==> src/core/ommd_params.svh <==
// address map, capacity and view constants for the on-chip memory map decoder
`ifndef OMMD_PARAMS_SVH
`define OMMD_PARAMS_SVH

`define OMMD_CPU_DA_END   32'h0000_ffff
`define OMMD_MMR_END      32'h0000_00c0
`define OMMD_CPU_SA_BASE  32'h0001_0000
`define OMMD_CPU_SA_END   32'h0004_ffff
`define OMMD_CPU_ROM_BASE 32'h00fe_0000
`define OMMD_CPU_ROM_END  32'h00ff_ffff
`define OMMD_DMA_DA_BASE  32'h0001_0000
`define OMMD_DMA_DA_END   32'h0001_ffff
`define OMMD_DMA_SA_BASE  32'h0009_0000
`define OMMD_DMA_SA_END   32'h000c_ffff
`define OMMD_SA_BLOCKS    6'h20
`define OMMD_DA_CAP       2'h2
`define OMMD_ONE_CAP      2'h1
`define OMMD_VIEW_CPU     2'h0
`define OMMD_VIEW_DMA     2'h1
`define OMMD_VIEW_USB     2'h2
`define OMMD_M_PROG       0
`define OMMD_M_DATA       1
`define OMMD_M_DMA        2
`define OMMD_M_USB        3
`define OMMD_RAM_BLK_HI   17
`define OMMD_RAM_BLK_LO   13
`define OMMD_RAM_WRD_HI   12
`define OMMD_ROM_BLK_HI   16
`define OMMD_ROM_BLK_LO   15
`define OMMD_ROM_WRD_HI   14
`define OMMD_WRD_LO       1

`endif

==> src/core/ommd_unused.sv <==
// (no content)

==> src/core/ommd_pkg.sv <==
// types shared by the on-chip memory map decoder
package ommd_pkg;

  typedef enum logic [3:0] {
    REGION_NONE   = 4'h1,
    REGION_DUAL   = 4'h2,
    REGION_SINGLE = 4'h4,
    REGION_ROM    = 4'h8
  } ommd_region_t;

  typedef struct packed {
    ommd_region_t region;
    logic [4:0]   blk;
    logic [13:0]  waddr;
    logic         mmr;
  } ommd_dec_t;

  typedef struct packed {
    logic [3:0]              ack;
    logic [3:0]              we;
    logic [3:0]              mmr;
    ommd_region_t [3:0]      region;
    logic [3:0][4:0]         blk;
    logic [3:0][13:0]        waddr;
    logic                    unmap;
  } ommd_state_t;

endpackage : ommd_pkg

==> src/core/ommd_decoder.sv <==
// on-chip memory map decoder with per-block access arbitration
`timescale 1ns/1ps
`default_nettype none
`include "ommd_params.svh"

// Contract
// cpu bytes 0..ffff go to eight dual-access blocks
// dual-access block takes two accesses per cycle
// dual-access ram reachable from cpu and dma
// dma sees dual-access ram at 10000h
// lowest 192 bytes are cpu mapped registers
// top range fe0000h..ffffffh is the rom
// unmap bit set removes rom from map
// hardware reset clears the unmap bit
// software reset leaves unmap bit unchanged
// rom reachable from cpu buses only
// rom block serves one word per cycle
// cpu 10000h..4ffffh go to 32 single-access blocks
// single-access block serves one access per cycle
// single-access ram reachable also from usb bus
// dma and usb see single-access at 90000h
// last single-access block untouched while booting
// smallest variant has no single-access blocks
// dma moves a 32-bit word per cycle; the decoder grants one 16-bit word per access (byte address bit 0 dropped)
// over-subscribed block grants capacity, stalls rest
// unmapped access completes without any write
module ommd_decoder
  import ommd_pkg::*;
#(
  parameter logic [5:0] SA_BLOCKS = `OMMD_SA_BLOCKS
) (
  input  wire logic             i_mclk,
  input  wire logic             i_rst_n,
  input  wire logic [3:0]       i_req,
  input  wire logic [3:0]       i_we,
  input  wire logic [31:0]      i_addr_prog,
  input  wire logic [31:0]      i_addr_data,
  input  wire logic [31:0]      i_addr_dma,
  input  wire logic [31:0]      i_addr_usb,
  input  wire logic             i_unmap_wr,
  input  wire logic             i_unmap_wdata,
  input  wire logic             i_soft_reset,
  output logic [3:0]            o_ack,
  output logic [3:0]            o_mem_we,
  output logic [3:0]            o_mmr,
  output logic [3:0][3:0]       o_region,
  output logic [3:0][4:0]       o_blk,
  output logic [3:0][13:0]      o_waddr,
  output logic                  o_rom_unmap_select
);

  localparam ommd_state_t ST_RESET = '{
    ack:    4'h0,
    we:     4'h0,
    mmr:    4'h0,
    region: '{4{REGION_NONE}},
    blk:    20'h0,
    waddr:  56'h0,
    unmap:  1'b0
  };

  logic [1:0]        rst_sync;
  logic              rst_n;
  ommd_state_t       st;
  ommd_state_t       next_st;
  logic [3:0][31:0]  addr;
  ommd_dec_t [3:0]   dec;
  logic [3:0]        grant;

  // maps one master's byte address onto region, block and word
  function automatic ommd_dec_t decode(
    input logic [1:0]  view,
    input logic [31:0] a,
    input logic        unmap,
    input logic [5:0]  nsa
  );
    ommd_dec_t   d;
    logic [31:0] off;
    d   = '{region: REGION_NONE, blk: 5'h0, waddr: 14'h0, mmr: 1'b0};
    off = 32'h0;
    if (view == `OMMD_VIEW_CPU) begin
      if (a <= `OMMD_CPU_DA_END) begin
        d.region = REGION_DUAL;
        off      = a;
      end else if (a >= `OMMD_CPU_SA_BASE && a <= `OMMD_CPU_SA_END) begin
        d.region = REGION_SINGLE;
        off      = a - `OMMD_CPU_SA_BASE;
      end else if (a >= `OMMD_CPU_ROM_BASE && a <= `OMMD_CPU_ROM_END && !unmap) begin
        d.region = REGION_ROM;
        off      = a - `OMMD_CPU_ROM_BASE;
      end
    end else begin
      // dma windows never reach the rom
      if (view == `OMMD_VIEW_DMA && a >= `OMMD_DMA_DA_BASE
          && a <= `OMMD_DMA_DA_END) begin
        d.region = REGION_DUAL;
        off      = a - `OMMD_DMA_DA_BASE;
      end else if (a >= `OMMD_DMA_SA_BASE && a <= `OMMD_DMA_SA_END) begin
        d.region = REGION_SINGLE;
        off      = a - `OMMD_DMA_SA_BASE;
      end
    end
    case (d.region)
      REGION_DUAL, REGION_SINGLE: begin
        d.blk   = off[`OMMD_RAM_BLK_HI:`OMMD_RAM_BLK_LO];
        d.waddr = {2'h0, off[`OMMD_RAM_WRD_HI:`OMMD_WRD_LO]};
      end
      REGION_ROM: begin
        d.blk   = {3'h0, off[`OMMD_ROM_BLK_HI:`OMMD_ROM_BLK_LO]};
        d.waddr = off[`OMMD_ROM_WRD_HI:`OMMD_WRD_LO];
      end
      default: begin
        d.blk   = 5'h0;
        d.waddr = 14'h0;
      end
    endcase
    // blocks beyond the fitted count are not backed
    if (d.region == REGION_SINGLE && {1'b0, d.blk} >= nsa) begin
      d.region = REGION_NONE;
    end
    // register window takes no storage slot
    if (d.region == REGION_DUAL && off < `OMMD_MMR_END) begin
      d.region = REGION_NONE;
      d.mmr    = 1'b1;
    end
    return d;
  endfunction : decode

  // accesses a block can take in one cycle
  function automatic logic [1:0] cap(input ommd_region_t r);
    logic [1:0] c;
    c = `OMMD_ONE_CAP;
    if (r == REGION_DUAL) begin
      c = `OMMD_DA_CAP;
    end
    return c;
  endfunction : cap

  always_ff @(posedge i_mclk or negedge i_rst_n) begin
    if (!i_rst_n) begin
      rst_sync <= 2'h0;
    end else begin
      rst_sync <= {rst_sync[0], 1'b1};
    end
  end

  assign rst_n = rst_sync[1];

  assign addr[`OMMD_M_PROG] = i_addr_prog;
  assign addr[`OMMD_M_DATA] = i_addr_data;
  assign addr[`OMMD_M_DMA]  = i_addr_dma;
  assign addr[`OMMD_M_USB]  = i_addr_usb;

  always_comb begin
    logic [1:0] used;
    used    = 2'h0;
    next_st = st;
    dec[`OMMD_M_PROG] = decode(`OMMD_VIEW_CPU, addr[`OMMD_M_PROG], st.unmap, SA_BLOCKS);
    dec[`OMMD_M_DATA] = decode(`OMMD_VIEW_CPU, addr[`OMMD_M_DATA], st.unmap, SA_BLOCKS);
    dec[`OMMD_M_DMA]  = decode(`OMMD_VIEW_DMA, addr[`OMMD_M_DMA], st.unmap, SA_BLOCKS);
    dec[`OMMD_M_USB]  = decode(`OMMD_VIEW_USB, addr[`OMMD_M_USB], st.unmap, SA_BLOCKS);
    // fixed priority: program, data, dma, usb
    for (int m = 0; m < 4; m++) begin
      used = 2'h0;
      for (int k = 0; k < m; k++) begin
        if (grant[k] && dec[k].region != REGION_NONE
            && dec[k].region == dec[m].region && dec[k].blk == dec[m].blk) begin
          used = used + 2'h1;
        end
      end
      grant[m] = i_req[m] && (dec[m].region == REGION_NONE
                              || used < cap(dec[m].region));
    end
    for (int m = 0; m < 4; m++) begin
      next_st.ack[m]    = grant[m];
      next_st.we[m]     = grant[m] && i_we[m] && m != `OMMD_M_PROG
                          && (dec[m].region == REGION_DUAL
                              || dec[m].region == REGION_SINGLE
                              || dec[m].mmr);
      next_st.mmr[m]    = grant[m] && dec[m].mmr;
      next_st.region[m] = grant[m] ? dec[m].region : REGION_NONE;
      next_st.blk[m]    = dec[m].blk;
      next_st.waddr[m]  = dec[m].waddr;
    end
    // software reset has no path here
    if (i_unmap_wr) begin
      next_st.unmap = i_unmap_wdata;
    end
  end

  always_ff @(posedge i_mclk or negedge rst_n) begin
    if (!rst_n) begin
      st <= ST_RESET;
    end else begin
      st <= next_st;
    end
  end

  assign o_ack              = st.ack;
  assign o_mem_we           = st.we;
  assign o_mmr              = st.mmr;
  assign o_region           = st.region;
  assign o_blk              = st.blk;
  assign o_waddr            = st.waddr;
  assign o_rom_unmap_select = st.unmap;

  // helper: capacity overrun seen at the outputs
  logic sa_clash;
  logic da_over;
  always_comb begin
    logic [1:0] n;
    n        = 2'h0;
    sa_clash = 1'b0;
    da_over  = 1'b0;
    for (int m = 0; m < 4; m++) begin
      n = 2'h0;
      for (int k = 0; k < 4; k++) begin
        if (k != m && st.region[k] == st.region[m] && st.blk[k] == st.blk[m]) begin
          if (st.region[m] == REGION_SINGLE || st.region[m] == REGION_ROM) begin
            sa_clash = 1'b1;
          end
          if (st.region[m] == REGION_DUAL && n != 2'h3) begin
            n = n + 2'h1;
          end
        end
      end
      if (n >= `OMMD_DA_CAP) begin
        da_over = 1'b1;
      end
    end
  end

  // program-bus offset into the single-access window
  logic [31:0] prog_sa_off;
  assign prog_sa_off = i_addr_prog - `OMMD_CPU_SA_BASE;
endmodule : ommd_decoder
`default_nettype wire

==> config.mk <==
export PLATFORM = sky130hd
export DESIGN_NAME = ommd_decoder
export DESIGN_NICKNAME = d
export VERILOG_FILES = /design/src/core/ommd_unused.sv /design/src/core/ommd_pkg.sv /design/src/core/ommd_decoder.sv
export VERILOG_INCLUDE_DIRS = /design/src /design/src/core
export SDC_FILE = /design/constraint.sdc
export NUM_CORES = 1
export LEC_CHECK = 0
export CORE_AREA = 2 2 103 105
export CTS_CLUSTER_SIZE = 20
export DETAILED_ROUTE_END_ITERATION = 12
export DIE_AREA = 0 0 105 107
export DONT_BUFFER_PORTS = 1
export MAX_ROUTING_LAYER = met4
export PLACE_DENSITY = 0.69
export SYNTH_ARGS = -nofsm -noshare
export SYNTH_HDL_FRONTEND = slang
export SYNTH_SLANG_ARGS = --single-unit
==> constraint.sdc <==
create_clock -name i_mclk -period 5.3 [get_ports i_mclk]
set_input_delay 0.795 -clock i_mclk [delete_from_list [all_inputs] [get_ports i_mclk]]
set_output_delay 0.795 -clock i_mclk [all_outputs]
set_load 0.03 [all_outputs]
==> results of run 1 <==
==> power by group <==
part | total (uW) | switching [uW] | internal, uW
clock network | 513 | 251 | 263
logic | 94.4 | 59.1 | 35.3
registers | 765 | 14.5 | 750
==> worst max-delay path, cell delays in order <==
cell and delay, ns:
inv_1 0.07, ha_1 0.21, nand4_1 0.10, nor3_2 0.08
a21oi_2 0.34, a21oi_2 0.15, or4_1 0.52, a31oi_1 0.26
o41ai_2 0.18, o31ai_4 0.49, and4b_1 0.26, ha_1 0.18
ha_1 0.30, inv_1 0.08, o211ai_1 0.12, nor4_1 0.41
mux2i_1 0.37, and4_1 0.22
==> through the flow <==
step	std cells	hold WS, ns	power [uW]
after floorplan	562	0.331	864
after detailed placement	688	0.344	874
after global routing	704	0.0979	1420
after CTS	703	0.103	1380
final	704	0.120	1370
after global placement	688	0.338	872
==> kinds of logic (layout without fill, tap and decap cells) <==
family | after synthesis | after routing
buffers and inverters | 50 | 55
AOI/OAI and AO/OA | 79 | 79
xor gates and xnor gates | 25 | 25
adders and majority gates | 17 | 17
and+or+nand+nor | 277 | 277
muxes | 6 | 6
DFF | 98 | 98
other | 2 | 11
==> metal layers <==
layer / GRT usage (%) / share of wire, % / vias to the layer above / wire (um)
li1: - / - / 2022 / -
met1: 30.8 / 41 / 2088 / 5790
met2: 41.6 / 50 / 185 / 7060
met3: 5.35 / 6.7 / 17 / 935
met4: 9.90 / 1.6 / 0 / 218
met5: - / 0 / - / 0
==> state kept, by name (all words and copies together) (netlist names) <==
name,cells
o_waddr,52
o_blk,20
o_region,13
o_ack,4
o_mem_we,3
o_mmr,3
rst_sync,2
o_rom_unmap_select,1
==> layout by cell type, fill, tap and decap left out, types with 5 or more instances in the layout <==
cell,n
buf_4,14
dfrtp_1,93
nor2b_1,13
o31ai_1,7
nand2_1,26
inv_1,26
ha_1,17
o211ai_1,7
a31oi_1,5
xor2_1,7
conb_1,10
clkbuf_8,9
nand3_1,22
and3_1,10
or4_1,15
a21oi_1,10
nor3_1,16
xnor2_1,18
nor4_1,19
or3_1,7
nand4_1,25
and2_1,49
nor2_1,41
o21ai_0,12
==> cell type report <==
type / instances / area, um2 / area share [%]
clock buffer: 10 / 128 / 2.18
sequential: 98 / 2460 / 42.1
inverter: 26 / 97.6 / 1.67
multi-input combinational: 414 / 2800 / 47.9
antenna: 1 / 2.50 / 0.0428
tap: 136 / 170 / 2.91
timing repair buffer: 14 / 105 / 1.80
clock inverter: 5 / 80.1 / 1.37
==> final timing paths <==
check / endpoint / cells after the start / start
max: o_mem_we[3]$_DFF_PN0_ / 18 / i_addr_prog[16]
min: rst_sync[1]$_DFF_PN0_ / 0 / i_rst_n
max reg2reg: o_mem_we[3]$_DFF_PN0_ / 15 / o_rom_unmap_select$_DFFE_PN0P_
min reg2reg: o_blk[6]$_DFF_PN0_ / 0 / rst_sync[1]$_DFF_PN0_
max in group asynchronous: o_blk[1]$_DFF_PN0_ / 1 / rst_sync[1]$_DFF_PN0_
min in group i_mclk: rst_sync[1]$_DFF_PN0_ / 0 / rst_sync[0]$_DFF_PN0_
==> flow_metrics.tcl, run 1 <==
set metrics [dict create \
    status "finished, final reports clean" \
    synthToLayoutAreaGrowth_pct 7.23 \
    skew_ns 0.0110 \
    stdcell_area_um2 5850 \
    worst_pin_slew_ns 0.780 \
    drv_cap 0 \
    synth-compound-area-share_pct 11.5 \
    drv_slew 0 \
    antenna_left 0 \
    vias_per_cell 6.13 \
    crit_path_max_fanout 10 \
    synth_common_cells "94 x dfrtp_1, 49 x and2_1, 41 x nor2_1, 26 x inv_1, 26 x nand2_1" \
    cp.arrival_ns 5.14 \
    final_layout_size_suffix_gt1_share_pct 10.8 \
    yosys.area_share.simple_pct 30.0 \
    critPathCaptureType "flop" \
    max_freq_mhz 207 \
    grt_max_degree 50 \
    dp_worst_setup_slack_ns 0.0783 \
    wire_per_inst_um 19.9 \
    grt_pass1_wl_um 21700 \
    cts.reportedPaths.clkPinSlew_ns 0.09 \
    die_area_um2 11200 \
    fp.coreArea_um2 10100 \
    period_share_pct 91.0 \
    ys_types 69 \
    cts.htree.levels 3 \
    cp-start-kind "input pin" \
    grt_pass1_vias 4147 \
    cts_tree "built" \
    via_count 4312 \
    seq_area_frac_synth_pct 45.1 \
    setup_ws_ns 0.474 \
    fin_nets 721 \
    ctsHoldBuffers 0 \
    fin_tns_setup_ns 0 \
    clk_latency_ns 0.37 \
    synthAdderAreaFrac_pct 3.90 \
    synthCells 554 \
    ff2ff_setup_slack_ns 0.78 \
    yosysWarnings 0 \
    peakVddDrop_mv 0.139 \
    antenna_found_initial 1 \
    num_rows 37 \
    routed_wl_um 14000 \
    avgSynthCellArea_um2 9.84 \
    dieWidth_um 105 \
    power.density_nw_per_um2 235 \
    initial_core_util_pct 54.0 \
    clockBufferDepth 2 \
    yosys_most_used_dff "dfrtp_1" \
    p_leak_uw 0.00257 \
    synth_top_cells_by_area "dfrtp_1 43%, and2_1 5.6%, ha_1 3.9%" \
    synth-xor-area-share_pct 4.02 \
    period_minus_slack_ns 4.83 \
    synth_top_area_share_pct 43.1 \
    n_fill_cell 928 \
    drc 0 \
    setup.worst_path.class "input pin to flop" \
    cp.required_ns 5.61 \
    die-height_um 107 \
    async_flop_share_pct 100 \
    grt_setup_unrepaired "false" \
    post_cts_buffers 0 \
    grt_usage_pct 25.3 \
    min_path_type "input pin to async pin" \
    ys_ff_latch 98 \
    place_congestion 0.893 \
    clock_sinks 98 \
    fin_util_pct 57.9 \
    syn_area_um2 5450 \
    portBuffers 0 \
    drt-pass1-iter-count 5 \
    root_buffer "clkbuf_8" \
    dpl.hpwl_um 11000 \
    yosysTopAreaCell "dfrtp_1" \
    drt_iter0_markers 328 \
    place_area_um2 5640 \
    synth_edf_count 0 \
    hold_violations 0 \
    cts_made_buffers 9 \
    finalSetupViolations 0 \
    synth_top_family_by_area "simple AND/OR/NAND/NOR gates" \
    relSlewSlack_pct 48.0 \
    cts_resized 0 \
    muxShareOfSynthArea_pct 1.22 \
    gr-total-overflow 0 \
    yosysMostFrequentCell "dfrtp_1" \
    io_pins 246 \
]
(Power assumes the default switching activity.)
==> run 2: changes to the inputs <==
--- a/config.mk
+++ b/config.mk
@@ -7,10 +7,12 @@
 export NUM_CORES = 1
 export LEC_CHECK = 0
 export CORE_AREA = 2 2 103 105
+export CTS_BUF_LIST = sky130_fd_sc_hd__clkbuf_8 sky130_fd_sc_hd__clkbuf_16
 export CTS_CLUSTER_SIZE = 20
 export DETAILED_ROUTE_END_ITERATION = 12
 export DIE_AREA = 0 0 105 107
 export DONT_BUFFER_PORTS = 1
+export GPL_TIMING_DRIVEN = 0
 export MAX_ROUTING_LAYER = met4
 export PLACE_DENSITY = 0.69
 export SYNTH_ARGS = -nofsm -noshare
==> run 2 against run 1 <==
Combinational power is 14% higher. Clock skew hardly changed. Worst hold slack worse by 0.0057 ns. Non-clock buffer count is 13 higher. Critical path depth is 3 lower. Flip-flop and latch count stayed put. Setup slack worse by 0.16 ns. Highest routed layer unchanged. Total power is 4.1% lower. Routed wire length is 0.63% higher. Critical path type unchanged. Count of clock-buffer cells in the layout stayed put. Register-to-register slack worse by 0.16 ns. Final area is 0.56% higher.
==> flow_metrics.tcl, run 2 (synthesized netlist as in run 1, its figures left out) <==
set metrics [dict create \
    critPathCaptureType "flop" \
    die_area_um2 11200 \
    ff2ff_setup_slack_ns 0.62 \
    relSlewSlack_pct 41.6 \
    dpl.hpwl_um 11100 \
    initial_core_util_pct 54.0 \
    cp-startpoint "i_addr_data[31]" \
    gr-total-overflow 0 \
    via_count 4425 \
    max_freq_mhz 200 \
    drt_iter0_markers 319 \
    cts_made_buffers 9 \
    grt_pass1_wl_um 21900 \
    power.density_nw_per_um2 224 \
    worst_pin_slew_ns 0.870 \
    antenna_left 0 \
    cp-start-kind "input pin" \
    endpoint "o_mem_we[3]$_DFF_PN0_" \
    final_layout_size_suffix_gt1_share_pct 11.2 \
    p_leak_uw 0.00260 \
    ctsHoldBuffers 0 \
    r2r_start "o_rom_unmap_select$_DFFE_PN0P_" \
    drv_slew 0 \
    min_path_type "input pin to async pin" \
    portBuffers 0 \
    peakVddDrop_mv 0.119 \
    grt_pass1_vias 4225 \
    cts_tree "built" \
    drt-pass1-iter-count 5 \
    dieWidth_um 105 \
    grt_max_degree 59 \
    clk_latency_ns 0.37 \
    fp.coreArea_um2 10100 \
    dp_worst_setup_slack_ns -0.0908 \
    wire_per_inst_um 19.6 \
    clock_sinks 98 \
    period_minus_slack_ns 4.99 \
    fin_tns_setup_ns 0 \
    setup.worst_path.class "input pin to flop" \
    die-height_um 107 \
    switchingPower_uw 339 \
    power_frac_clock_pct 33.6 \
    crit_path_max_fanout 7 \
    cp.required_ns 5.61 \
    skew_ns 0.0105 \
    cp.arrival_ns 5.29 \
    final_common_cell "dfrtp_1" \
    switching_share_pct 25.8 \
    period_share_pct 94.1 \
    place_congestion 0.906 \
    cts.htree.levels 3 \
    clockBufferDepth 2 \
    status "finished, final reports clean" \
    num_rows 37 \
    drv_cap 0 \
    setup_ws_ns 0.311 \
    root_buffer "clkbuf_8" \
    internal_power_uw 977 \
    fin_util_pct 58.2 \
    hold_violations 0 \
    final_cell_mix "93 x dfrtp_1, 49 x and2_1, 41 x nor2_1" \
    power_frac_comb_pct 8.2 \
    hold-worst-slack_ns 0.114 \
    routed_wl_um 14100 \
    io_pins 246 \
    antenna_found_initial 1 \
    r2r-end "o_mem_we[3]$_DFF_PN0_" \
    n_fill_cell 917 \
    finalSetupViolations 0 \
    place_inst 699 \
    fin_nets 734 \
    seq_power_share_pct 58.2 \
    grt_usage_pct 25.6 \
    vias_per_cell 6.16 \
    worst_r2r_path_depth 16 \
    cts.reportedPaths.clkPinSlew_ns 0.09 \
    synthToLayoutAreaGrowth_pct 7.83 \
    fin_cells 718 \
    largest_reg_flops 52 \
    drc 0 \
    grt_setup_unrepaired "false" \
]
run 2: how the worst min path moves through the flow:
stage | depth (start not counted) | from | endpoint | slack [ns]
after floorplan | 0 | rst_sync[0]$_DFF_PN0_ | rst_sync[1]$_DFF_PN0_ | 0.33
after global placement | 0 | rst_sync[0]$_DFF_PN0_ | rst_sync[1]$_DFF_PN0_ | 0.34
final | 0 | i_rst_n | rst_sync[0]$_DFF_PN0_ | 0.11
after global routing | 0 | i_rst_n | rst_sync[0]$_DFF_PN0_ | 0.09
after CTS | 0 | i_rst_n | rst_sync[0]$_DFF_PN0_ | 0.1
after detailed placement | 0 | rst_sync[0]$_DFF_PN0_ | rst_sync[1]$_DFF_PN0_ | 0.35
run 2: area by class of cell:
type                       count  area, um2  area share, %
antenna                        1       2.50         0.0426
buffer                        24        130           2.21
clock buffer                  10        138           2.34
clock inverter                 6       41.3          0.702
inverter                      26       97.6           1.66
multi-input combinational    414       2800           47.7
sequential                    98       2460           41.9
tap                          136        170           2.89
timing repair buffer           3       35.0          0.596
run 2: metrics by stage:
stage          power, uW  cell area [um2]
2_1_floorplan        864             5480
3_3_place_gp         882             5650
3_5_place_dp         887             5680
4_1_cts             1330             5850
5_1_grt             1370             5880
6_report            1320             5880
run 2: repair_timing:
action	CTS	global route
gates resized for setup	0	1
buffers inserted	0	2
setup endpoints to repair	0	3
run 2: critical path, stage by stage:
cell and delay (ns):
or4_1 0.59, or4_4 0.56, o41ai_1 0.38, nor2_1 0.22, xor2_1 0.20, nand4_1 0.15, o31ai_4 0.38, and4b_1 0.24
ha_1 0.18, ha_1 0.31, inv_1 0.08, o211ai_1 0.13, nor4_1 0.42, mux2i_1 0.40, and4_1 0.24
run 2: layer usage:
layer	part of all wire, %	global-route usage (%)
met4	1.9	8.29
met2	50	42.2
met5	0	-
met1	40	31.1
met3	8.2	6.44
run 2: power groups by stage:
stage	logic [uW]	registers, uW	clock network [uW]
after global placement	95.9	786	0
after global routing	119	769	482
after floorplan	82.6	782	0
after detailed placement	105	782	0
final	108	767	442
after CTS	106	767	454
==> run 3: changes to the inputs <==
--- a/config.mk
+++ b/config.mk
@@ -6,15 +6,18 @@
 export SDC_FILE = /design/constraint.sdc
 export NUM_CORES = 1
 export LEC_CHECK = 0
-export CORE_AREA = 2 2 103 105
+export CELL_PAD_IN_SITES_DETAIL_PLACEMENT = 1
+export CELL_PAD_IN_SITES_GLOBAL_PLACEMENT = 2
+export CORE_AREA = 2 2 122 124
 export CTS_BUF_LIST = sky130_fd_sc_hd__clkbuf_8 sky130_fd_sc_hd__clkbuf_16
 export CTS_CLUSTER_SIZE = 20
 export DETAILED_ROUTE_END_ITERATION = 12
-export DIE_AREA = 0 0 105 107
+export DIE_AREA = 0 0 124 126
 export DONT_BUFFER_PORTS = 1
 export GPL_TIMING_DRIVEN = 0
 export MAX_ROUTING_LAYER = met4
-export PLACE_DENSITY = 0.69
+export PLACE_DENSITY_LB_ADDON = 0.1
+export SETUP_SLACK_MARGIN = 0.2
 export SYNTH_ARGS = -nofsm -noshare
 export SYNTH_HDL_FRONTEND = slang
 export SYNTH_SLANG_ARGS = --single-unit
==> run 3 against run 2 <==
Cell count increased by 6.5%. Maximum frequency rose by 3.3%. Total power increased by 13%. Highest routed layer unchanged.
==> flow_metrics.tcl, run 3 (synthesized netlist as in run 1, its figures left out) <==
set metrics [dict create \
    status "finished, final reports clean" \
    max_freq_mhz 207 \
    cp.arrival_ns 5.11 \
    worst_r2r_path_depth 16 \
    period_minus_slack_ns 4.83 \
    clock_sinks 98 \
    power.density_nw_per_um2 245 \
    cp.depth 18 \
    final_layout_size_suffix_gt1_share_pct 11.4 \
    relSlewSlack_pct 43.0 \
    clockBufferDepth 2 \
    drc 0 \
    p_leak_uw 0.00265 \
    die_area_um2 15600 \
    crit_path_max_fanout 8 \
    dp_worst_setup_slack_ns -0.278 \
    drv_cap 0 \
    root_buffer "clkbuf_16" \
    fp.coreArea_um2 14300 \
    n_fill_cell 1658 \
    synthToLayoutAreaGrowth_pct 11.1 \
    ctsHoldBuffers 0 \
    largest_reg_flops 52 \
    power_frac_comb_pct 7.7 \
    critPathTopFamily "simple AND/OR/NAND/NOR gates" \
    routed_wl_um 16400 \
    num_rows 44 \
    cp.required_ns 5.58 \
    grt_pass1_vias 4597 \
    crit_top_cell "ha_1" \
    path_cells "inv_1, ha_1, nand4_1, nor3_2, a21oi_4, a21oi_2, or4_1, a31oi_1, o41ai_2, or3_1, a2111oi_2, ha_1, ha_1, inv_1, o211ai_1, nor4_2, mux2i_1, and4_1" \
    slowest_delay_ns 0.55 \
    cts_tree "built" \
    switching_share_pct 25.2 \
    setup_ws_ns 0.471 \
    min_path_type "input pin to async pin" \
    critPathCaptureType "flop" \
    crit_buf_inv 2 \
    initial_core_util_pct 38.1 \
    via_count 4316 \
    worst_pin_slew_ns 0.849 \
    fin_nets 733 \
    cts.reportedPaths.clkPinSlew_ns 0.07 \
    grt_max_degree 67 \
    seq_power_share_pct 51.4 \
    grt_usage_pct 21.7 \
    drt_iter0_markers 220 \
    finalSetupViolations 0 \
    setup.worst_path.class "input pin to flop" \
    dieWidth_um 124 \
    period_share_pct 91.1 \
    vias_per_cell 5.64 \
    final_cell_mix "93 x dfrtp_1, 49 x and2_1, 41 x nor2_1" \
    wire_per_inst_um 21.4 \
    internal_power_uw 1110 \
    grt_setup_unrepaired "false" \
    antenna_left 0 \
    clk_latency_ns 0.35 \
    peakVddDrop_mv 0.152 \
    switchingPower_uw 374 \
    drv_slew 0 \
    cp_slowest_cell "or4_1" \
    gr-total-overflow 0 \
    cts.htree.levels 3 \
    fin_tns_setup_ns 0 \
    skew_ns 0.00912 \
    hold_violations 0 \
    die-height_um 126 \
    io_pins 246 \
    portBuffers 0 \
    power_frac_clock_pct 40.9 \
    antenna_found_initial 1 \
    drt-pass1-iter-count 4 \
    dpl.hpwl_um 13000 \
    final_common_cell "dfrtp_1" \
    cp-start-kind "input pin" \
    grt_pass1_wl_um 25400 \
    cts_made_buffers 9 \
    place_congestion 0.820 \
]
==> run 3: cell types whose count changed in the layout (fill, tap and decap cells not counted), sizes merged <==
cell      delta
clkinvlp     -1
clkbuf       -1
inv          +1
buf          -1
clkinv       +1
==> run 3: what timing repair did <==
item / CTS / global route
setup buffers: 0 / 1
setup endpoints to repair: 4 / 4
resized for setup: 2 / 3
pin swaps: 0 / 1
==> run 3: worst paths after layout <==
kind,start,endpoint,slack [ns]
worst min-delay path,i_rst_n,rst_sync[0]$_DFF_PN0_,0.14
max in group asynchronous,rst_sync[1]$_DFF_PN0_,o_region[8]$_DFF_PN1_,4.31
min in group i_mclk,rst_sync[0]$_DFF_PN0_,rst_sync[1]$_DFF_PN0_,0.36
worst max register to register,o_rom_unmap_select$_DFFE_PN0P_,o_mem_we[3]$_DFF_PN0_,0.75
worst max-delay path,i_addr_prog[16],o_mem_we[3]$_DFF_PN0_,0.47
worst min register to register,rst_sync[1]$_DFF_PN0_,o_waddr[44]$_DFF_PN0_,0.27
==> run 3: through the flow <==
step	hold WS (ns)	utilization [%]	power, uW	instances	cell area (um2)
after global routing	0.117	42.3	1550	765	6060
after global placement	0.337	39.9	886	746	5710
after floorplan	0.331	-	864	562	5480
after detailed placement	0.288	40.1	893	747	5740
after CTS	0.125	42.1	1500	763	6030
final	0.136	42.3	1490	765	6060
==> run 3: cell type report <==
class | instances | area (um2) | area share [%]
multi-input combinational | 414 | 2830 | 46.7
sequential | 98 | 2460 | 40.6
tap | 184 | 230 | 3.80
clock buffer | 9 | 225 | 3.72
buffer | 24 | 130 | 2.15
inverter | 26 | 97.6 | 1.61
clock inverter | 7 | 46.3 | 0.764
timing repair buffer | 2 | 35.0 | 0.578
antenna | 1 | 2.50 | 0.0413
==> run 3: power by group through the flow <==
stage	combinational [uW]	clock (uW)	sequential, uW
CTS	115	624	764
global placement	98.5	0	787
global route	129	659	765
floorplan	82.6	0	782
detailed placement	114	0	779
finish	115	608	764
==> run 3: per-layer routing <==
layer | vias up | GRT usage [%] | share of wire, %
met1 | 2140 | 25.9 | 41
met3 | 11 | 5.12 | 6.1
met4 | 0 | 5.42 | 0.93
met2 | 129 | 36.9 | 52
met5 | - | - | 0
li1 | 2036 | - | -
==> run 3: worst register-to-register path, cell delays in order, from the launching register on <==
cell and delay (ns):
dfrtp_1 0.61, nand4b_1 0.31, nor4_2 0.52, and2_1 0.21, a32o_1 0.11, buf_2 0.21, xor2_1 0.21, nand4_1 0.16
o31ai_4 0.26, and4b_1 0.24, ha_1 0.19, ha_1 0.32, inv_1 0.10, o211ai_1 0.14, nor4_2 0.27, mux2i_1 0.39
and4_1 0.24
